**src/io_wdog_pkg.sv**
```systemverilog
// Package of constants for the I/O watchdog, alarm and output control block
package io_wdog_pkg;

    // ***************************************************************
    // Register offsets (holding register numbers)
    // ***************************************************************
    localparam logic [15:0] REG_CAL_RESET      = 16'h9c58;
    localparam logic [15:0] REG_MODULE_STATUS  = 16'h0010;
    localparam logic [15:0] REG_WDOG_PERIOD    = 16'h0011;
    localparam logic [15:0] REG_TIMEOUT_STATES = 16'h0012;
    localparam logic [15:0] REG_COMM_CFG       = 16'h0013;
    localparam logic [15:0] REG_RESP_DELAY     = 16'h0014;
    localparam logic [15:0] REG_ALARM_CFG      = 16'h0015;
    localparam logic [15:0] REG_WDOG_CLEAR     = 16'h0016;

    // ***************************************************************
    // Field positions and values
    // ***************************************************************
    localparam int          STAT_WDOG_BIT   = 0;
    localparam int          STAT_ALARM_BIT  = 1;
    localparam int          STAT_ADC_BIT    = 2;
    localparam int          STAT_FLASH_BIT  = 3;
    localparam logic [15:0] WDOG_OFF_LOW    = 16'h0000;
    localparam logic [15:0] WDOG_OFF_HIGH   = 16'hffff;
    localparam logic [15:0] TOUT_KEEP       = 16'hffff;
    localparam logic [15:0] TOUT_RESET      = 16'hffff;
    localparam logic [7:0]  ADDR_DEFAULT    = 8'hf7;
    localparam logic [7:0]  ADDR_MIN        = 8'h01;
    localparam logic [7:0]  ADDR_MAX        = 8'hf7;
    localparam logic [3:0]  BAUD_9600       = 4'h2;
    localparam logic [3:0]  BAUD_MAX_CODE   = 4'h9;
    localparam logic [1:0]  PARITY_NONE     = 2'h0;
    localparam logic [1:0]  PARITY_ODD      = 2'h1;
    localparam logic [1:0]  PARITY_EVEN     = 2'h2;
    localparam logic [15:0] RESP_DELAY_MAX  = 16'hffdc;
    localparam logic [15:0] DEADBAND_SPAN   = 16'h4e20;

    // ***************************************************************
    // Timing
    // ***************************************************************
    localparam int CLK_HZ          = 100_000_000;
    localparam int TICK_PS         = 1085_000;
    localparam int CLK_PS          = 10_000;
    localparam int TICK_CYC        = (TICK_PS + CLK_PS - 1) / CLK_PS;
    localparam int SEC_CYC         = CLK_HZ;
    localparam int DIAG_SEC        = 2;
    localparam int SLOW_FLASH_CYC  = CLK_HZ / 2;
    localparam int FAST_FLASH_CYC  = CLK_HZ / 10;

    typedef enum logic [1:0] {
        DLY_IDLE = 2'b00,
        DLY_WAIT = 2'b01,
        DLY_SEND = 2'b11
    } dly_state_t;

endpackage

```
**src/io_watchdog_alarm_output_ctrl.sv**
```systemverilog
// Watchdog, alarm and output control core of a networked I/O module
`timescale 1ns/1ps
module io_watchdog_alarm_output_ctrl
    import io_wdog_pkg::*;
#(
    parameter int N_CH         = 4,
    parameter int SEC_CYCLES   = SEC_CYC,
    parameter int SLOW_CYCLES  = SLOW_FLASH_CYC,
    parameter int FAST_CYCLES  = FAST_FLASH_CYC
) (
    input  wire logic                   ref_clk,
    input  wire logic                   srst,
    input  wire logic                   default_comm_button,
    input  wire logic                   reg_wr,
    input  wire logic                   reg_rd,
    input  wire logic [15:0]            reg_addr,
    input  wire logic [15:0]            reg_wdata,
    output logic      [15:0]            reg_rdata,
    input  wire logic                   reset_slave_req,
    input  wire logic                   chan_access,
    input  wire logic                   coil_wr,
    input  wire logic [N_CH-1:0]        coil_wmask,
    input  wire logic [N_CH-1:0]        coil_wdata,
    output logic      [N_CH-1:0]        coil_state,
    input  wire logic [N_CH*16-1:0]     samples,
    input  wire logic [N_CH*16-1:0]     hi_limits,
    input  wire logic [N_CH*16-1:0]     lo_limits,
    input  wire logic [N_CH*16-1:0]     deadbands,
    input  wire logic [N_CH-1:0]        range_fault,
    input  wire logic                   adc_fault,
    input  wire logic                   flash_cksum_err,
    input  wire logic                   diag_done,
    input  wire logic                   diag_fail,
    input  wire logic                   msg_done,
    output logic                        resp_go,
    output logic      [7:0]             slave_addr,
    output logic      [3:0]             baud_code,
    output logic      [1:0]             parity_mode,
    output logic                        two_stop_bits,
    output logic                        default_mode,
    output logic                        soft_reset,
    output logic                        status_led,
    output logic                        run_led
);

    // ***************************************************************
    // State
    // ***************************************************************
    typedef struct packed {
        logic [1:0]        btn_sync;
        logic              btn_prev;
        logic              dflt;
        logic [15:0]       wdog_period;
        logic [15:0]       tout_states;
        logic [15:0]       wdog_cnt;
        logic              tout;
        logic [31:0]       sec_cnt;
        logic [31:0]       slow_cnt;
        logic [31:0]       fast_cnt;
        logic              slow_ph;
        logic              fast_ph;
        logic [1:0]        diag_sec;
        logic              diag_run;
        logic [2:0]        diag_sync;
        logic [7:0]        addr;
        logic [3:0]        baud;
        logic [1:0]        parity;
        logic [15:0]       resp_dly;
        logic [15:0]       dly_ticks;
        logic [7:0]        tick_cnt;
        dly_state_t        dly_st;
        logic [N_CH-1:0]   coils;
        logic [N_CH-1:0]   alarm_en;
        logic [N_CH-1:0]   failsafe;
        logic              rst_pend;
        logic [15:0]       rdata;
    } ctrl_state_t;

    ctrl_state_t        s_q;
    ctrl_state_t        s_d;
    logic [N_CH-1:0]    ch_alarm;
    logic               wdog_on;
    logic               sec_tick;
    logic               btn_rise;
    logic [15:0]        status_word;
    logic [N_CH-1:0]    alarm_level;

    // ***************************************************************
    // Limit checkers
    // ***************************************************************
    // Checkers run regardless of any output assignment
    for (genvar i = 0; i < N_CH; i++) begin : g_ch
        limit_chan u_lim (
            .ref_clk  (ref_clk),
            .srst     (srst),
            .sample   (samples[i*16 +: 16]),
            .hi_limit (hi_limits[i*16 +: 16]),
            .lo_limit (lo_limits[i*16 +: 16]),
            .deadband (deadbands[i*16 +: 16]),
            .in_alarm (ch_alarm[i])
        );
    end

    assign wdog_on  = (s_q.wdog_period != WDOG_OFF_LOW) &&
                      (s_q.wdog_period != WDOG_OFF_HIGH);
    assign sec_tick = (s_q.sec_cnt == 32'(SEC_CYCLES - 1));
    assign btn_rise = s_q.btn_sync[1] & ~s_q.btn_prev;

    always_comb begin
        status_word = '0;
        status_word[STAT_WDOG_BIT]  = s_q.tout;
        status_word[STAT_ALARM_BIT] = |ch_alarm;
        status_word[STAT_ADC_BIT]   = adc_fault;
        status_word[STAT_FLASH_BIT] = flash_cksum_err;
        for (int i = 0; i < N_CH; i++) begin
            // Failsafe alarm drives off, like power-down
            alarm_level[i] = ~s_q.failsafe[i];
        end
    end

    // ***************************************************************
    // Next state
    // ***************************************************************
    always_comb begin
        s_d          = s_q;
        s_d.btn_sync = {s_q.btn_sync[0], default_comm_button};
        s_d.btn_prev = s_q.btn_sync[1];
        s_d.rdata    = s_q.rdata;
        if (btn_rise) begin
            s_d.dflt = ~s_q.dflt;
        end

        s_d.sec_cnt = sec_tick ? '0 : s_q.sec_cnt + 32'd1;
        if (s_q.slow_cnt == 32'(SLOW_CYCLES - 1)) begin
            s_d.slow_cnt = '0;
            s_d.slow_ph  = ~s_q.slow_ph;
        end else begin
            s_d.slow_cnt = s_q.slow_cnt + 32'd1;
        end
        if (s_q.fast_cnt == 32'(FAST_CYCLES - 1)) begin
            s_d.fast_cnt = '0;
            s_d.fast_ph  = ~s_q.fast_ph;
        end else begin
            s_d.fast_cnt = s_q.fast_cnt + 32'd1;
        end

        // Diagnostics window of two seconds from reset
        s_d.diag_sync = {s_q.diag_sync[1:0], diag_done};
        if (s_q.diag_run && sec_tick) begin
            if (s_q.diag_sec == 2'(DIAG_SEC - 1)) begin
                s_d.diag_run = 1'b0;
            end
            s_d.diag_sec = s_q.diag_sec + 2'd1;
        end

        // Watchdog counter, restarted by channel traffic
        if (!wdog_on) begin
            s_d.wdog_cnt = s_q.wdog_period;
        end else if (chan_access) begin
            s_d.wdog_cnt = s_q.wdog_period;
        end else if (sec_tick && !s_q.tout) begin
            if (s_q.wdog_cnt <= 16'd1) begin
                s_d.tout     = 1'b1;
                s_d.wdog_cnt = '0;
                if (s_q.tout_states != TOUT_KEEP) begin
                    s_d.coils = s_q.tout_states[N_CH-1:0];
                end
            end else begin
                s_d.wdog_cnt = s_q.wdog_cnt - 16'd1;
            end
        end

        // Alarm control below timeout, frozen while timed out
        if (!s_q.tout && !s_d.tout) begin
            for (int i = 0; i < N_CH; i++) begin
                if (s_q.alarm_en[i] && ch_alarm[i]) begin
                    s_d.coils[i] = alarm_level[i];
                end else if (coil_wr && coil_wmask[i]) begin
                    s_d.coils[i] = coil_wdata[i];
                end
            end
        end else if (s_q.tout) begin
            for (int i = 0; i < N_CH; i++) begin
                // Direct writes still act on channels without alarm control unless the timeout fixed it
                if (coil_wr && coil_wmask[i] && !s_q.alarm_en[i] &&
                    s_q.tout_states == TOUT_KEEP) begin
                    s_d.coils[i] = coil_wdata[i];
                end
            end
        end

        // Register writes
        if (reg_wr) begin
            case (reg_addr)
                REG_CAL_RESET: begin
                    s_d.rst_pend = 1'b1;
                end
                REG_WDOG_PERIOD: begin
                    s_d.wdog_period = reg_wdata;
                    s_d.wdog_cnt    = reg_wdata;
                end
                REG_TIMEOUT_STATES: begin
                    s_d.tout_states = reg_wdata;
                end
                REG_COMM_CFG: begin
                    if (reg_wdata[7:0] >= ADDR_MIN &&
                        reg_wdata[7:0] <= ADDR_MAX) begin
                        s_d.addr = reg_wdata[7:0];
                    end
                    if (reg_wdata[11:8] <= BAUD_MAX_CODE) begin
                        s_d.baud = reg_wdata[11:8];
                    end
                    if (reg_wdata[13:12] != 2'h3) begin
                        s_d.parity = reg_wdata[13:12];
                    end
                end
                REG_RESP_DELAY: begin
                    s_d.resp_dly = (reg_wdata > RESP_DELAY_MAX) ?
                                   RESP_DELAY_MAX : reg_wdata;
                end
                REG_ALARM_CFG: begin
                    s_d.alarm_en = reg_wdata[N_CH-1:0];
                    s_d.failsafe = reg_wdata[N_CH+7:8];
                end
                REG_WDOG_CLEAR: begin
                    // Outputs keep their timeout states
                    if (s_q.tout) begin
                        s_d.tout     = 1'b0;
                        s_d.wdog_cnt = s_q.wdog_period;
                    end
                end
                default: begin
                end
            endcase
        end
        if (reset_slave_req) begin
            s_d.rst_pend = 1'b1;
        end

        if (reg_rd) begin
            case (reg_addr)
                REG_MODULE_STATUS:  s_d.rdata = status_word;
                REG_WDOG_PERIOD:    s_d.rdata = s_q.wdog_period;
                REG_TIMEOUT_STATES: s_d.rdata = s_q.tout_states;
                REG_COMM_CFG: begin
                    s_d.rdata = {2'b00, s_q.parity, s_q.baud, s_q.addr};
                end
                REG_RESP_DELAY:     s_d.rdata = s_q.resp_dly;
                REG_ALARM_CFG: begin
                    s_d.rdata = 16'({s_q.failsafe, 4'h0, s_q.alarm_en});
                end
                default:            s_d.rdata = 16'h0000;
            endcase
        end

        // Response delay sequencer in 1.085 us ticks
        case (s_q.dly_st)
            DLY_IDLE: begin
                if (msg_done) begin
                    s_d.dly_ticks = s_q.resp_dly;
                    s_d.tick_cnt  = '0;
                    s_d.dly_st    = DLY_WAIT;
                end
            end
            DLY_WAIT: begin
                if (s_q.dly_ticks == 16'h0000) begin
                    s_d.dly_st = DLY_SEND;
                end else if (s_q.tick_cnt == 8'(TICK_CYC - 1)) begin
                    s_d.tick_cnt  = '0;
                    s_d.dly_ticks = s_q.dly_ticks - 16'd1;
                end else begin
                    s_d.tick_cnt = s_q.tick_cnt + 8'd1;
                end
            end
            DLY_SEND: begin
                s_d.dly_st = DLY_IDLE;
            end
            default: begin
                s_d.dly_st = DLY_IDLE;
            end
        endcase
    end

    // ***************************************************************
    // Registers
    // ***************************************************************
    // Soft reset is a full reset, so default mode is cleared
    always_ff @(posedge ref_clk) begin
        if (srst) begin
            s_q             <= '0;
            s_q.wdog_period <= WDOG_OFF_LOW;
            s_q.tout_states <= TOUT_RESET;
            s_q.addr        <= ADDR_DEFAULT;
            s_q.baud        <= BAUD_9600;
            s_q.parity      <= PARITY_NONE;
            s_q.dly_st      <= DLY_IDLE;
            s_q.diag_run    <= 1'b1;
        end else begin
            s_q <= s_d;
        end
    end

    // ***************************************************************
    // Outputs
    // ***************************************************************
    // Default mode overrides the stored link settings
    assign slave_addr    = s_q.dflt ? ADDR_DEFAULT : s_q.addr;
    assign baud_code     = s_q.dflt ? BAUD_9600 : s_q.baud;
    assign parity_mode   = s_q.dflt ? PARITY_NONE : s_q.parity;
    assign two_stop_bits = (parity_mode == PARITY_NONE);
    assign default_mode  = s_q.dflt;
    assign soft_reset    = s_q.rst_pend;
    assign coil_state    = s_q.coils;
    assign reg_rdata     = s_q.rdata;
    assign resp_go       = (s_q.dly_st == DLY_SEND);

    // Range fault wins over the timeout flash; default mode ignores range faults
    always_comb begin
        if (!s_q.dflt && (|range_fault)) begin
            status_led = 1'b1;
        end else if (s_q.tout) begin
            status_led = s_q.fast_ph;
        end else if (s_q.dflt) begin
            status_led = s_q.slow_ph;
        end else begin
            status_led = 1'b0;
        end
        // Done input is synchronised before use
        if (s_q.diag_run || diag_fail || !s_q.diag_sync[2]) begin
            run_led = s_q.slow_ph;
        end else begin
            run_led = 1'b1;
        end
    end

endmodule

```
**src/limit_chan.sv**
```systemverilog
// One channel of high/low limit checking with deadband hysteresis
`timescale 1ns/1ps
module limit_chan
    import io_wdog_pkg::*;
(
    input  wire logic               ref_clk,
    input  wire logic               srst,
    input  wire logic signed [15:0] sample,
    input  wire logic signed [15:0] hi_limit,
    input  wire logic signed [15:0] lo_limit,
    input  wire logic signed [15:0] deadband,
    output logic                    in_alarm
);

    typedef struct packed {
        logic hi;
        logic lo;
    } lim_state_t;

    lim_state_t   s_q;
    lim_state_t   s_d;
    logic signed [17:0] hi_clear;
    logic signed [17:0] lo_clear;

    always_comb begin
        s_d      = s_q;
        hi_clear = 18'(hi_limit) - 18'(deadband);
        lo_clear = 18'(lo_limit) + 18'(deadband);
        // Deadband in scaled span units, same scale as samples
        if (18'(sample) > 18'(hi_limit)) begin
            s_d.hi = 1'b1;
        end else if (18'(sample) <= hi_clear) begin
            s_d.hi = 1'b0;
        end
        if (18'(sample) < 18'(lo_limit)) begin
            s_d.lo = 1'b1;
        end else if (18'(sample) >= lo_clear) begin
            s_d.lo = 1'b0;
        end
    end

    always_ff @(posedge ref_clk) begin
        if (srst) begin
            s_q <= '0;
        end else begin
            s_q <= s_d;
        end
    end

    assign in_alarm = s_q.hi | s_q.lo;

endmodule

```
**config.mk**
```make
export PLATFORM = sky130hd
export DESIGN_NAME = io_watchdog_alarm_output_ctrl
export DESIGN_NICKNAME = d
export VERILOG_FILES = /design/src/io_wdog_pkg.sv /design/src/io_watchdog_alarm_output_ctrl.sv /design/src/limit_chan.sv
export SDC_FILE = /design/constraint.sdc
export NUM_CORES = 1
export LEC_CHECK = 0
export ABC_CLOCK_PERIOD_IN_PS = 3400
export BUFFER_PORTS_ARGS = -buffer_cell sky130_fd_sc_hd__buf_2
export CAP_MARGIN = 20
export CORE_MARGIN = 2
export CORE_UTILIZATION = 35
export DETAILED_ROUTE_END_ITERATION = 6
export PLACE_DENSITY = 0.54
export SLEW_MARGIN = 20
export SYNTH_ARGS = -nofsm -noshare
export SYNTH_HDL_FRONTEND = slang
export SYNTH_SLANG_ARGS = --single-unit
export TNS_END_PERCENT = 10
```
**constraint.sdc**
```tcl
create_clock -name ref_clk -period 3.4 [get_ports ref_clk]
set_clock_uncertainty 0.15 [all_clocks]
set_input_delay 0 -clock ref_clk [delete_from_list [all_inputs] [get_ports ref_clk]]
set_output_delay 0 -clock ref_clk [all_outputs]
set_load 0.01 [all_outputs]
```
# Word level (Yosys, flattened, before mapping)
# Cells that the tools add are included.
[totals]
ff_bits = 250
latchBits = 0
ram_bits = 0
rom_bits = 0
inputBits = 313
output_inout_bits = 40
elab_cells = 236
n_memories = 0
[op_classes]
n_addsub = 15
n_mul = 0
n_div = 0
magnitude_cmp = 21
n_eq_ne = 23
n_shift = 0
mux = 65
bitwise = 13
n_reduce_logical = 64
[ops]
columns = ["cell", "count"]
rows = [
  ["16-bit by 5-bit == test with 1-bit output (second input constant)", 7],
  ["32-bit by 1-bit adder with 32-bit output (second input constant)", 3],
  ["16-bit one-hot mux with 6 select lines", 1],
  ["16-bit 2-to-1 mux", 5],
  ["16-bit by 16-bit adder with 17-bit output", 4],
  ["16-bit by 17-bit >= comparator with 1-bit output", 4],
  ["16-bit by 17-bit <= comparator with 1-bit output", 4],
  ["16-bit by 16-bit subtractor with 17-bit output", 4],
  ["16-bit greater-than comparator", 4],
  ["16-bit < comparator", 4],
  ["17-bit 2-to-1 mux", 3],
  ["24-bit one-hot mux with 2 select lines", 1],
  ["1-bit 2-to-1 mux", 39],
  ["16-bit == test (second input constant)", 2],
  ["32-bit by 24-bit == test with 1-bit output (second input constant)", 1],
  ["32-bit by 26-bit == test with 1-bit output (second input constant)", 1],
  ["32-bit by 27-bit == test with 1-bit output (second input constant)", 1],
  ["4-bit 2-to-1 mux", 8],
  ["16-bit inequality test (second input constant)", 2],
  ["16-bit one-hot mux with 2 select lines", 1],
  ["16-bit by 1-bit subtractor with 16-bit output (second input constant)", 2],
  ["26-bit 2-to-1 mux", 1],
  ["24-bit 2-to-1 mux", 1],
  ["1-bit logical AND", 22],
  ["other kinds (28)", 76],
]

# Logic depth before layout (Yosys ltp)
# Gate-level depths: netlist of run 1.
[logic_depth]
word_depth = 9
depth_mapped = 19

# Hierarchy
# From an unflattened synthesis of run 1, not the netlist that was laid out.
[unflattened]
cells_unflattened = 3025
area_unflattened_um2 = 23684.0
[modules_own_cells]
columns = ["mod", "n_inst", "cells_each", "area_per_inst_um2", "seq_area_each_um2"]
rows = [
  ["io_watchdog_alarm_output_ctrl", 1, 1425, 11492.3, 4844.6],
  ["limit_chan (g_ch[0].u_lim ...)", 3, 398, 3042.9, 40.0],
  ["limit_chan (g_ch[3].u_lim)", 1, 406, 3062.9, 40.0],
]

# Least setup slack after synthesis of run 1
# OpenSTA, ideal clock, no wires.
[synth_timing]
path_type = "input to register"
startpoint = "in lo_limits[32]"
endpoint = "reg g_ch[2].u_lim.s_q[0] in the netlist's numbering"
setup_time_ps = 70
arrival_ps = 3250
path_slack_ps = -71
path_stages = 18
n_path_buf = 0
path_cell_list = "ha_1 -> inv_1 -> fa_1 -> nor2b_1 -> o21ai_0 -> a21boi_0 -> o21ai_0 -> o21ai_0 -> nor2_1 -> xor2_1 -> ha_1 -> a21o_1 -> a2111oi_0 -> o211ai_1 -> a21o_1 -> a2111oi_0 -> o21ai_0 -> a21oi_1"
[synth_via]
elab_chain_cells = 3
elab_cells_between_ends = 5
cone_classes = "add/sub: 1; order compare: 2; mux: 1; reduce/logical: 1"
[synth_rtl]
columns = ["element", "line_no", "rtl"]
rows = [
  ["from (decl)", "io_watchdog_alarm_output_ctrl.sv:27", "input wire logic [N_CH*16-1:0] lo_limits,"],
  ["16-bit by 16-bit adder with 17-bit output", "limit_chan.sv:28", "lo_clear = 18'(lo_limit) + 18'(deadband);"],
  ["16-bit by 17-bit >= comparator with 1-bit output", "limit_chan.sv:37", "end else if (18'(sample) >= lo_clear) begin"],
  ["2-bit nonzero test (no line)", "-", ""],
  ["to (signal assigned)", "limit_chan.sv:44", "s_q <= '0;"],
  ["to (signal assigned)", "limit_chan.sv:46", "s_q <= s_d;"],
  ["to (decl)", "limit_chan.sv:20", "lim_state_t s_q;"],
]
# Parallel ways exist; a longest one is shown, timed or not.
# A chain may end at the register's enable or synchronous reset.

# Worst setup path in the final report of run 1
[layout_timing]
startpoint = "reg s_q[192] in the netlist's numbering"
endpoint = "reg s_q, in the netlist coil_state[0]"
[layout_via]
elab_chain_cells = 8
elab_cells_between_ends = 16
cone_classes = "order compare: 1; mux: 13; reduce/logical: 2"
[layout_rtl]
columns = ["element", "line_no", "rtl"]
rows = [
  ["from (decl)", "io_watchdog_alarm_output_ctrl.sv:79", "ctrl_state_t s_q;"],
  ["16-bit by 1-bit <= comparator with 1-bit output (*)", "io_watchdog_alarm_output_ctrl.sv:162", "if (s_q.wdog_cnt <= 16'd1) begin"],
  ["4-bit 2-to-1 mux or 1-bit 2-to-1 mux (tied branches)", "io_watchdog_alarm_output_ctrl.sv:162", ""],
  ["4-bit 2-to-1 mux or 17-bit 2-to-1 mux (tied branches)", "io_watchdog_alarm_output_ctrl.sv:161", "end else if (sec_tick && !s_q.tout) begin"],
  ["4-bit 2-to-1 mux or 1-bit 2-to-1 mux (tied branches)", "io_watchdog_alarm_output_ctrl.sv:159", "end else if (chan_access) begin"],
  ["4-bit 2-to-1 mux or 1-bit 2-to-1 mux (tied branches)", "io_watchdog_alarm_output_ctrl.sv:157", "if (!wdog_on) begin"],
  ["1-bit 2-to-1 mux, or another cell as far along", "io_watchdog_alarm_output_ctrl.sv:185", "if (coil_wr && coil_wmask[i] && !s_q.alarm_en[i] &&"],
  ["4-bit 2-to-1 mux, or another cell as far along", "io_watchdog_alarm_output_ctrl.sv:182", "end else if (s_q.tout) begin"],
  ["4-bit 2-to-1 mux (*)", "io_watchdog_alarm_output_ctrl.sv:174", "if (!s_q.tout && !s_d.tout) begin"],
]
# Mark *: on every way between the ends. The rest lies on a longest branch, timed or not.

==> summary.md, run 1 <==
| Metric | Value |
|---|---|
| Most frequent cells after synthesis | `ha_1, nor2_1, inv_1, nand2_1, dfxtp_1` |
| Largest family of logic cells by synthesized area | `simple AND/OR/NAND/NOR gates` |
| Top cells by area, synth | `dfxtp_1, ha_1, nor2_1, xor2_1, inv_1` |
| Buffers on Ports | `352` |
| Mux contribution to synthesized area | `0.754%` |
| Yosys top cell area share | `21.4%` |
| Largest net degree at the start of global routing | `74` |
| Vias in the first global route | `22000` |
| Filler cell count | `6733` |
| CTS sink cnt | `250` |
| Crit-path max cell delay | `0.58 ns` |
| Internal power | `0.00705 W` |
| CTS tree | `built` |
| Synth Area in XOR/XNOR | `7.60%` |
| Final nets | `4211` |
| H-tree depth | `1` |
| Via count | `22700` |
| WP data required | `3.67 ns` |
| P per Cell Area | `352 mW/mm²` |
| Final hold vios | `0` |
| Post-Syn Instances | `2987` |
| Clock network latency to the later pin of the worst-skew pair | `0.57 ns` |
| Number of synthesized flops with an enable pin | `0` |
| Crit Path Class | `reg2reg` |
| Gr ovfl total | `0` |
| First-pass GRT wire length | `119000 µm` |
| Routed WL | `74700 µm` |
| Max-cap violations | `0` |
| Gr usage total | `21.2%` |
| Final Max Tran Viols | `0` |
| Initial DRC count | `1309` |
| Crit-path slowest cell | `or4_1` |
| Initial Utilization | `35.4%` |
| Reg-to-reg setup timing slack | `0.10 ns` |
| IO Count | `353` |
| Post-Syn Area | `0.0234 mm²` |
| Sw Ratio | `31.0%` |
| Placer's final routability congestion estimate | `0.878` |
| WL per Instance | `17.0 µm` |
| Sw power | `0.00317 W` |
| DR DRC count | `4` |
| Drt first pass iters | `7` |
| CP Capture Type | `register` |
| Leak pwr | `13.3 nW` |
| Min-Delay Path Class | `in2reg` |
| Status | `finished with violations` |
| Cts bufs inserted | `30` |
| Clock network power share | `37.8%` |
| Post-synthesis net count | `3705` |
| Average cell area after synthesis | `7.83 µm²` |
| Max clock buf depth | `3` |
| Num rows | `94` |
| Worst EP arrival | `3.57 ns` |
| Post-layout util | `43.9%` |
| Clock-pin slew of the registers on the worst-case setup and hold paths | `0.06 ns` |
| Synthesis-stage register bit count | `250` |
| Failing checks | `DRC` |
| Post-synthesis compound-gate area fraction | `19.0%` |
| Slew headroom | `35.1%` |
| Setup-failing EPs final | `0` |
| Synth Area in Simple Gates | `23.4%` |
| Non-filler cells, final | `4391` |
| Seq/Total Area, Yosys | `21.4%` |
| Largest area contributor in the netlist | `dfxtp_1` |
| Core area | `0.0660 mm²` |
| Post-Synth Adder-Cell Area | `21.9%` |
| Tcrit/Tclk final | `96.9%` |
| Max Clk Rate | `0.303 GHz` |
| Asr flop ratio synth | `0%` |
| P&R area growth vs syn | `24.0%` |
| Share of cells above drive strength 1 | `16.2%` |
| Crit-path max FO | `5` |
| Share of power burned in registers | `30.1%` |
| CP most frequent cell | `a21oi_1` |
| Routed vias/inst | `5.17` |
| Most instantiated library cell after synthesis | `ha_1` |
| Die ar. | `0.0689 mm²` |
| Die height | `262 µm` |
| Chip width | `262 µm` |
| Tightest Pin Transition | `0.974 ns` |
| Cells along the critical path | `or4_1 -> or4_4 -> or3_4 -> nor4b_4 -> mux2i_1 -> a21oi_1 -> o21ai_0 -> a21oi_1` |
| Synth Warn # | `0` |
| Top_reg_cell synth | `dfxtp_1` |
| Initial antenna violation count | `15` |
| DPL Wire Length | `60700 µm` |
| Dpl cells | `4223` |
| Logic pwr share | `32.1%` |
| Number of routed nets with antenna violations | `0` |
| Clock root buffer | `clkbuf_16` |
| Final Critical Period | `3.30 ns` |
| Crit start category | `register` |
| IR drop worst, VDD | `0.299 mV` |
| Unrepaired setup endpoints after global routing | `yes` |
| Synth cell types | `83` |
metrics by stage:
| stage | cell area [µm²] | setup TNS (ns) | hold WS (ns) | power, W | setup WS [ns] |
|---|---|---|---|---|---|
| global route | 29000 | -0.0471 | 0.0465 | 0.0109 | -0.0435 |
| detailed placement | 26700 | -1.73 | 0.0716 | 0.00626 | -0.456 |
| CTS | 28900 | 0 | 0.00974 | 0.0103 | 0.00232 |
| finish | 29000 | 0 | 0.0370 | 0.0102 | 0.105 |
| floorplan | 23400 | 0 | -0.0321 | 0.00523 | 0.0361 |
| global placement | 26700 | -1.44 | 0.0711 | 0.00627 | -0.398 |
final timing paths:
check,from,to,depth (start not counted)
setup / recovery,s_q[192],coil_state[0],8
hold / removal,samples[48],g_ch[3].u_lim.s_q[1],6
setup reg to reg,s_q[192],coil_state[0],8
hold reg to reg,s_d[241],s_d[239],1
power by group through the flow:
stage                     clock network (W)  registers [W]  logic [W]
after floorplan                           0        0.00311    0.00212
final                               0.00386        0.00308    0.00328
after global routing                0.00410        0.00309    0.00376
after global placement                    0        0.00314    0.00313
after CTS                           0.00397        0.00308    0.00325
after detailed placement                  0        0.00314    0.00312
worst max-delay path: cells and delay by family, from the launching register on:
| kind | cells | cell delay, ns |
|---|---|---|
| AND/OR/NAND/NOR | 4 | 1.99 |
| multiplexers | 1 | 0.30 |
| AO/OA/AOI/OAI | 3 | 0.38 |
| flip-flops | 1 | 0.34 |
flip-flops by register name, summed over array words and instances, names as in the netlist:
| signal | count |
|---|---|
| g_ch.u_lim.s_q | 8 |
| soft_reset | 1 |
| reg_rdata | 16 |
| default_mode | 1 |
| coil_state | 4 |
| s_q | 216 |
| s_d | 4 |
logic make-up after synthesis:
kind of cell / Yosys count
AND/OR/NAND/NOR: 1091
AO/OA/AOI/OAI: 675
adder cells (fa/ha/maj): 405
buffers and inverters: 347
flip-flops: 250
XOR/XNOR: 203
multiplexers: 16
layer usage:
| metal | wire (µm) | share of wire, % | vias to the layer above | GRT usage, % |
|---|---|---|---|---|
| met3 | 3730 | 5.0 | 110 | 3.09 |
| met4 | 1820 | 2.4 | 8 | 6.14 |
| met1 | 34800 | 47 | 10400 | 28.1 |
| met5 | 41 | 0.055 | - | 0 |
| li1 | - | - | 11700 | - |
| met2 | 34300 | 46 | 471 | 35.7 |
cell usage in the layout, fill, tap and decap left out, types with 9 or more instances in the layout:
master,count
clkbuf_16,31
mux2i_1,12
dfxtp_1,250
nor2b_1,88
a2111oi_0,9
buf_2,351
o211ai_1,14
a211o_1,27
xor2_1,115
or3_1,32
buf_4,115
bufinv_16,10
o21ai_0,146
nand4_1,76
a21oi_1,185
inv_1,252
a211oi_1,20
and3_1,26
o31a_1,10
nand3b_1,15
nor2_1,274
or2_2,21
xnor2_1,88
nor4_1,40
nand3_1,84
o21a_1,30
a222oi_1,26
diode_2,10
nor3_1,67
o21bai_1,11
and4_1,9
nand2b_1,51
a31oi_1,20
a22oi_1,12
nand2_1,252
o22ai_1,11
dlygate4sd3_1,101
ha_1,396
a21o_1,57
cell type report:
type / count / area, µm² / share of cell area, %
Multi-Input combinational cell: 2390 / 17100 / 58.9
Clock buffer: 38 / 842 / 2.90
Tap cell: 864 / 1080 / 3.73
Sequential cell: 250 / 5000 / 17.3
Inverter: 252 / 946 / 3.26
Clock inverter: 18 / 353 / 1.22
Timing Repair Buffer: 569 / 3660 / 12.6
Antenna cell: 10 / 25.0 / 0.0863
timing repair:
action,in CTS,in global routing
endpoints found under the setup margin,0,9
endpoints found under the hold margin,139,0
setup buffers,0,1
resized for setup,0,19
hold buffers,101,0
Note: power is estimated with default switching activity, not from simulation.
==> run 2, diff against run 1 <==
PLACE_DENSITY = not set   (was 0.54)
==> run 2 against run 1 <==
Net effect:
- the flow now finishes without violations
- global-route usage is 0.56 points lower
- combinational power is essentially flat
- utilization is 0.15 points lower
- fmax increased by 1.9%
- total power shrank 5.9%
- final area shrank 0.34%
==> summary.md, run 2 (same netlist as run 1, synthesis figures left out) <==
| Metric | Value |
|---|---|
| Critical path depth | `9 (was 8)` |
| Tightest Pin Transition | `0.953 ns (was 0.974 ns)` |
| Logic pwr share | `34.2% (was 32.1%)` |
| Post-layout util | `43.8% (was 43.9%)` |
| Max-cap violations | `0 (unchanged)` |
| Crit Path Class | `reg2reg (unchanged)` |
| DR DRC count | `0 (was 4)` |
| Cells along the critical path | `or4_1 -> or4_4 -> or3_4 -> nor4b_4 -> buf_4 -> mux2i_1 -> a21oi_1 -> o21ai_0 -> a21oi_1 (was or4_1 -> or4_4 -> or3_4 -> nor4b_4 -> mux2i_1 -> a21oi_1 -> o21ai_0 -> a21oi_1)` |
| Die ar. | `0.0689 mm² (unchanged)` |
| Max Clk Rate | `0.309 GHz (was 0.303 GHz)` |
| Drt first pass iters | `7 (unchanged)` |
| Share of cells above drive strength 1 | `16.6% (was 16.2%)` |
| P per Cell Area | `333 mW/mm² (was 352 mW/mm²)` |
| Worst Setup EP | `coil_state[0] (unchanged)` |
| DPL Wire Length | `59400 µm (was 60700 µm)` |
| Clock network power share | `33.8% (was 37.8%)` |
| Chip width | `262 µm (unchanged)` |
| Max reg flops | `216 (unchanged)` |
| TNS Setup | `0 ns (unchanged)` |
| Number of routed nets with antenna violations | `0 (unchanged)` |
| IO Count | `353 (unchanged)` |
| Bufs and invs on worst path | `1 (was 0)` |
| Routed vias/inst | `5.22 (was 5.17)` |
| Slew headroom | `36.4% (was 35.1%)` |
| Buffers on Ports | `352 (unchanged)` |
| Vias in the first global route | `22100 (was 22000)` |
| R2R depth | `9 (was 8)` |
| Worst EP arrival | `3.52 ns (was 3.57 ns)` |
| Unrepaired setup endpoints after global routing | `no (was yes)` |
| Clock-pin slew of the registers on the worst-case setup and hold paths | `0.06 ns (about the same)` |
| Leak pwr | `13.3 nW (about the same)` |
| Dpl cells | `4234 (was 4223)` |
| Commonest non-fill, non-tap cell in the layout | `ha_1 (unchanged)` |
| Sw Ratio | `33.2% (was 31.0%)` |
| Reg2reg end | `coil_state[0] (unchanged)` |
| First-pass GRT wire length | `117000 µm (was 119000 µm)` |
| Gr ovfl total | `0 (unchanged)` |
| Cts bufs inserted | `30 (unchanged)` |
| Final Critical Period | `3.23 ns (was 3.30 ns)` |
| Filler cell count | `6670 (was 6733)` |
| CP Capture Type | `register (unchanged)` |
| Routed WL | `73300 µm (was 74700 µm)` |
| Clock network latency to the later pin of the worst-skew pair | `0.59 ns (was 0.57 ns)` |
| Final Max Tran Viols | `0 (unchanged)` |
| Min Hold Slack | `0.0374 ns (was 0.0370 ns)` |
| Max clock buf depth | `3 (unchanged)` |
| Min-Delay Path Class | `in2reg (unchanged)` |
| Crit-path max FO | `5 (unchanged)` |
| P&R area growth vs syn | `23.5% (was 24.0%)` |
| CTS sink cnt | `250 (unchanged)` |
| Final nets | `4218 (was 4211)` |
| IR drop worst, VDD | `0.347 mV (was 0.299 mV)` |
| Setup-failing EPs final | `0 (unchanged)` |
| Largest net degree at the start of global routing | `51 (was 74)` |
| Commonest cells after routing, fill and taps aside | `ha_1, buf_2, nor2_1, nand2_1, inv_1 (was ha_1, buf_2, nor2_1, inv_1, nand2_1)` |
| Status | `complete, no violations (was finished with violations)` |
| Non-filler cells, final | `4399 (was 4391)` |
| Gr usage total | `20.7% (was 21.2%)` |
| DP Worst Slack | `-0.445 ns (was -0.456 ns)` |
| Crit-path leading delay family | `simple AND/OR/NAND/NOR gates (unchanged)` |
| Placer's final routability congestion estimate | `0.902 (was 0.878)` |
| WL per Instance | `16.7 µm (was 17.0 µm)` |
| Final worst slack | `0.167 ns (was 0.105 ns)` |
| CP most frequent cell | `a21oi_1 (unchanged)` |
| Clock root buffer | `clkbuf_16 (unchanged)` |
| Core area | `0.0660 mm² (unchanged)` |
| Internal power | `0.00642 W (was 0.00705 W)` |
| Critical Path Start | `s_q[192] (unchanged)` |
| Sw power | `0.00319 W (was 0.00317 W)` |
| Most flop-heavy register | `s_q (unchanged)` |
| Die height | `262 µm (unchanged)` |
| Postcts setup bufs | `0 (unchanged)` |
| Crit-path slowest cell | `or4_1 (unchanged)` |
| Initial antenna violation count | `14 (was 15)` |
| Initial Utilization | `35.4% (unchanged)` |
| Final hold vios | `0 (unchanged)` |
| Reg-to-reg setup timing slack | `0.17 ns (was 0.10 ns)` |
| Share of power burned in registers | `32.0% (was 30.1%)` |
| Tcrit/Tclk final | `95.1% (was 96.9%)` |
| Num rows | `94 (unchanged)` |
| Crit-path max cell delay | `0.58 ns (about the same)` |
| Worst R2R Start | `s_q[192] (unchanged)` |
| Crit start category | `register (unchanged)` |
| WP data required | `3.69 ns (was 3.67 ns)` |
| Via count | `23000 (was 22700)` |
| H-tree depth | `1 (unchanged)` |
| Initial DRC count | `1387 (was 1309)` |
| CTS tree | `built (unchanged)` |
-- run 2: how the worst min path moves through the flow --
| stage | depth (start not counted) | slack (ns) | to | from |
|---|---|---|---|---|
| floorplan | 1 | -0.03 | s_q[210] | reg_wdata[4] |
| global route | 6 | 0.09 | g_ch[0].u_lim.s_q[0] | samples[12] |
| finish | 6 | 0.04 | g_ch[0].u_lim.s_q[1] | samples[13] |
| CTS | 5 | 0.002 | g_ch[0].u_lim.s_q[0] | samples[13] |
| global placement | 3 | 0.06 | soft_reset | reset_slave_req |
| detailed placement | 2 | 0.07 | s_d[241] | default_comm_button |
-- run 2: power by group through the flow --
stage	logic, W	clock network (W)	registers, W
after CTS	0.00325	0.00333	0.00308
after global routing	0.00374	0.00344	0.00309
after detailed placement	0.00312	0	0.00314
after global placement	0.00310	0	0.00314
after floorplan	0.00212	0	0.00311
final	0.00328	0.00325	0.00308
-- run 2: cell type report --
type | instances | area, µm² | area share (%)
timing repair buffer | 576 | 3720 | 12.9
clock inverter | 15 | 140 | 0.485
antenna | 12 | 30.0 | 0.104
inverter | 252 | 946 | 3.27
tap | 864 | 1080 | 3.74
multi-input combinational | 2390 | 17100 | 59.2
sequential | 250 | 5000 | 17.3
clock buffer | 40 | 868 | 3.01
-- run 2: what timing repair did --
item / 4_1_cts / 5_1_grt
gates resized for setup: 0 / 24
hold buffers: 99 / 0
hold endpoints to repair: 145 / 0
endpoints found under the setup margin: 0 / 5
-- run 2: routing by layer --
metal	vias to the layer above	track usage, %	wire length, µm
met5	-	0	27
met4	4	6.66	2240
met3	127	3.33	3900
met2	548	33.6	32800
met1	10500	27.9	34300
li1	11800	-	-
-- run 2: worst reg2reg max path, cell delays in order (launching register included) --
cell and delay, ns:
dfxtp_1 0.34, or4_1 0.58, or4_4 0.51, or3_4 0.44
nor4b_4 0.28, buf_4 0.19, mux2i_1 0.24, a21oi_1 0.09
o21ai_0 0.20, a21oi_1 0.09
-- run 2: per-stage QoR --
step / instance area [µm²] / total power [W]
2_1_floorplan: 23400 / 0.00523
3_3_place_gp: 26800 / 0.00624
3_5_place_dp: 26800 / 0.00626
4_1_cts: 28800 / 0.00966
5_1_grt: 28900 / 0.0103
6_report: 28900 / 0.00961
==> run 3, diff against run 2 <==
CTS_BUF_LIST = sky130_fd_sc_hd__clkbuf_4 sky130_fd_sc_hd__clkbuf_8 sky130_fd_sc_hd__clkbuf_16   (was not set)
==> run 3 against run 2 <==
Net effect:
- the flow now finishes with violations (DRC)
- utilization is essentially flat
- first-iteration DRC count hardly changed
- wire length about the same
- fmax is 0.44% higher
- final area about the same
- worst setup slack better by 0.014 ns
- global-route usage stayed put
- via count is the same
- non-clock buffer count unchanged
- critical path type unchanged
- largest cell class unchanged
- largest power group unchanged
==> summary.md, run 3 (same netlist as run 1, synthesis figures left out) <==
| Metric | Value |
|---|---|
| Max clock buf depth | `3 (unchanged)` |
| Crit-path max FO | `5 (unchanged)` |
| P per Cell Area | `333 mW/mm² (about the same)` |
| Status | `finished with violations (was complete, no violations)` |
| Chip width | `262 µm (unchanged)` |
| Final worst slack | `0.181 ns (was 0.167 ns)` |
| Bufs and invs on worst path | `1 (unchanged)` |
| Min Hold Slack | `0.0363 ns (was 0.0374 ns)` |
| P&R area growth vs syn | `23.6% (was 23.5%)` |
| Crit Path Class | `reg2reg (unchanged)` |
| Tcrit/Tclk final | `94.7% (was 95.1%)` |
| Slew headroom | `36.7% (was 36.4%)` |
| Unrepaired setup endpoints after global routing | `no (unchanged)` |
| Seq. cell area | `0.00500 mm² (unchanged)` |
| Setup-failing EPs final | `0 (unchanged)` |
| Failing checks | `DRC` |
| Final Critical Period | `3.22 ns (was 3.23 ns)` |
| IR drop worst, VDD | `0.346 mV (was 0.347 mV)` |
| Cts bufs inserted | `30 (unchanged)` |
| Postcts setup bufs | `0 (unchanged)` |
| Min-Delay Path Class | `in2reg (unchanged)` |
| Crit-path leading delay family | `simple AND/OR/NAND/NOR gates (unchanged)` |
| Die ar. | `0.0689 mm² (unchanged)` |
| Placer's final routability congestion estimate | `0.902 (unchanged)` |
| Buffers on Ports | `352 (unchanged)` |
| First-pass GRT wire length | `117000 µm (unchanged)` |
| Crit-path slowest cell | `or4_1 (unchanged)` |
| Initial Utilization | `35.4% (unchanged)` |
| Max-cap violations | `0 (unchanged)` |
| Crit-path max cell delay | `0.57 ns (was 0.58 ns)` |
| Final nets | `4218 (unchanged)` |
| Core area | `0.0660 mm² (unchanged)` |
| IO Count | `353 (unchanged)` |
| DP Worst Slack | `-0.445 ns (unchanged)` |
| Drt first pass iters | `7 (unchanged)` |
| Vias in the first global route | `22100 (unchanged)` |
| H-tree depth | `1 (unchanged)` |
| Crit start category | `register (unchanged)` |
| Final hold vios | `0 (unchanged)` |
| Initial antenna violation count | `14 (unchanged)` |
| Largest net degree at the start of global routing | `51 (unchanged)` |
| Leak pwr | `13.3 nW (about the same)` |
| CTS sink cnt | `250 (unchanged)` |
| Routed WL | `73200 µm (was 73300 µm)` |
| DR DRC count | `4 (was 0)` |
| Gr ovfl total | `0 (unchanged)` |
| Clock network latency to the later pin of the worst-skew pair | `0.59 ns (about the same)` |
| TNS Setup | `0 ns (unchanged)` |
| Max reg flops | `216 (unchanged)` |
| Cells along the critical path | `or4_1 -> or4_4 -> or3_4 -> nor4b_4 -> buf_4 -> mux2i_1 -> a21oi_1 -> o21ai_0 -> a21oi_1 (unchanged)` |
| Clock root buffer | `clkbuf_16 (unchanged)` |
| Routed vias/inst | `5.22 (unchanged)` |
| WP data required | `3.68 ns (was 3.69 ns)` |
| CP most frequent cell | `a21oi_1 (unchanged)` |
| Initial DRC count | `1388 (was 1387)` |
| Number of routed nets with antenna violations | `0 (unchanged)` |
| Most flop-heavy register | `s_q (unchanged)` |
| Multi-input logic area | `0.0171 mm² (unchanged)` |
| Clock-pin slew of the registers on the worst-case setup and hold paths | `0.06 ns (about the same)` |
| Filler cell count | `6668 (was 6670)` |
| Commonest cells after routing, fill and taps aside | `ha_1, buf_2, nor2_1, nand2_1, inv_1 (unchanged)` |
| Commonest non-fill, non-tap cell in the layout | `ha_1 (unchanged)` |
| WL per Instance | `16.7 µm (about the same)` |
| CTS tree | `built (unchanged)` |
| Worst EP arrival | `3.50 ns (was 3.52 ns)` |
| DPL Wire Length | `59400 µm (unchanged)` |
| Die height | `262 µm (unchanged)` |
| Max Clk Rate | `0.311 GHz (was 0.309 GHz)` |
| Num rows | `94 (unchanged)` |
| Final Max Tran Viols | `0 (unchanged)` |
| Share of cells above drive strength 1 | `16.7% (was 16.6%)` |
| Gr usage total | `20.7% (unchanged)` |
| Tightest Pin Transition | `0.948 ns (was 0.953 ns)` |
| CP Capture Type | `register (unchanged)` |
| Via count | `23000 (unchanged)` |
-- run 3: changes by cell type in the layout (fill, tap and decap cells not counted) --
cell      change
clkbuf_4      +2
clkbuf_1      -2
-- run 3: metrics by stage --
step | power [W] | utilization [%] | instances | cell area [µm²]
after floorplan | 0.00523 | - | 2987 | 23400
after global placement | 0.00624 | 40.6 | 4234 | 26800
after detailed placement | 0.00626 | 40.6 | 4234 | 26800
after CTS | 0.00968 | 43.6 | 4388 | 28800
after global routing | 0.0103 | 43.8 | 4398 | 28900
final | 0.00963 | 43.8 | 4399 | 28900
-- run 3: worst paths after layout --
check / from / to / slack (ns) / cells after the start
setup / recovery: s_q[192] / coil_state[0] / 0.18 / 9
hold / removal: samples[13] / g_ch[0].u_lim.s_q[1] / 0.04 / 6
setup reg to reg: s_q[192] / coil_state[0] / 0.18 / 9
hold reg to reg: s_d[87] / s_q[87] / 0.29 / 1
-- run 3: layout make-up --
| class | instances | share of cell area, % |
|---|---|---|
| well taps | 864 | 3.74 |
| clock inverters | 15 | 0.485 |
| flip-flops and latches | 250 | 17.3 |
| repair buffers | 576 | 12.9 |
| clock buffers | 40 | 3.03 |
| multi-input cells | 2390 | 59.2 |
| diodes | 12 | 0.104 |
| inverters | 252 | 3.27 |
-- run 3: where the power goes --
group	total (W)	internal, W	switching, W	leakage, nW
registers	0.00308	0.00300	0.0000795	2.02
clock network	0.00327	0.00189	0.00137	0.508
logic	0.00328	0.00155	0.00174	10.8
-- run 3: per-layer routing --
layer,wire [µm],GRT usage [%],vias up,part of all wire [%]
li1,-,-,11800,-
met1,34300,27.9,10500,47
met2,32800,33.6,547,45
met3,3840,3.33,127,5.2
met4,2250,6.66,4,3.1
met5,27,0,-,0.037
-- run 3: repair_timing --
action                     CTS  global route
hold endpoints to repair   145             0
hold buffers                99             0
setup endpoints to repair    0             5
gates resized for setup      0            24
-- run 3: worst register-to-register path, cell delays in order (launching register included) --
cell	delay, ns
dfxtp_1	0.34
or4_1	0.57
or4_4	0.51
or3_4	0.44
nor4b_4	0.28
buf_4	0.19
mux2i_1	0.24
a21oi_1	0.09
o21ai_0	0.20
a21oi_1	0.09
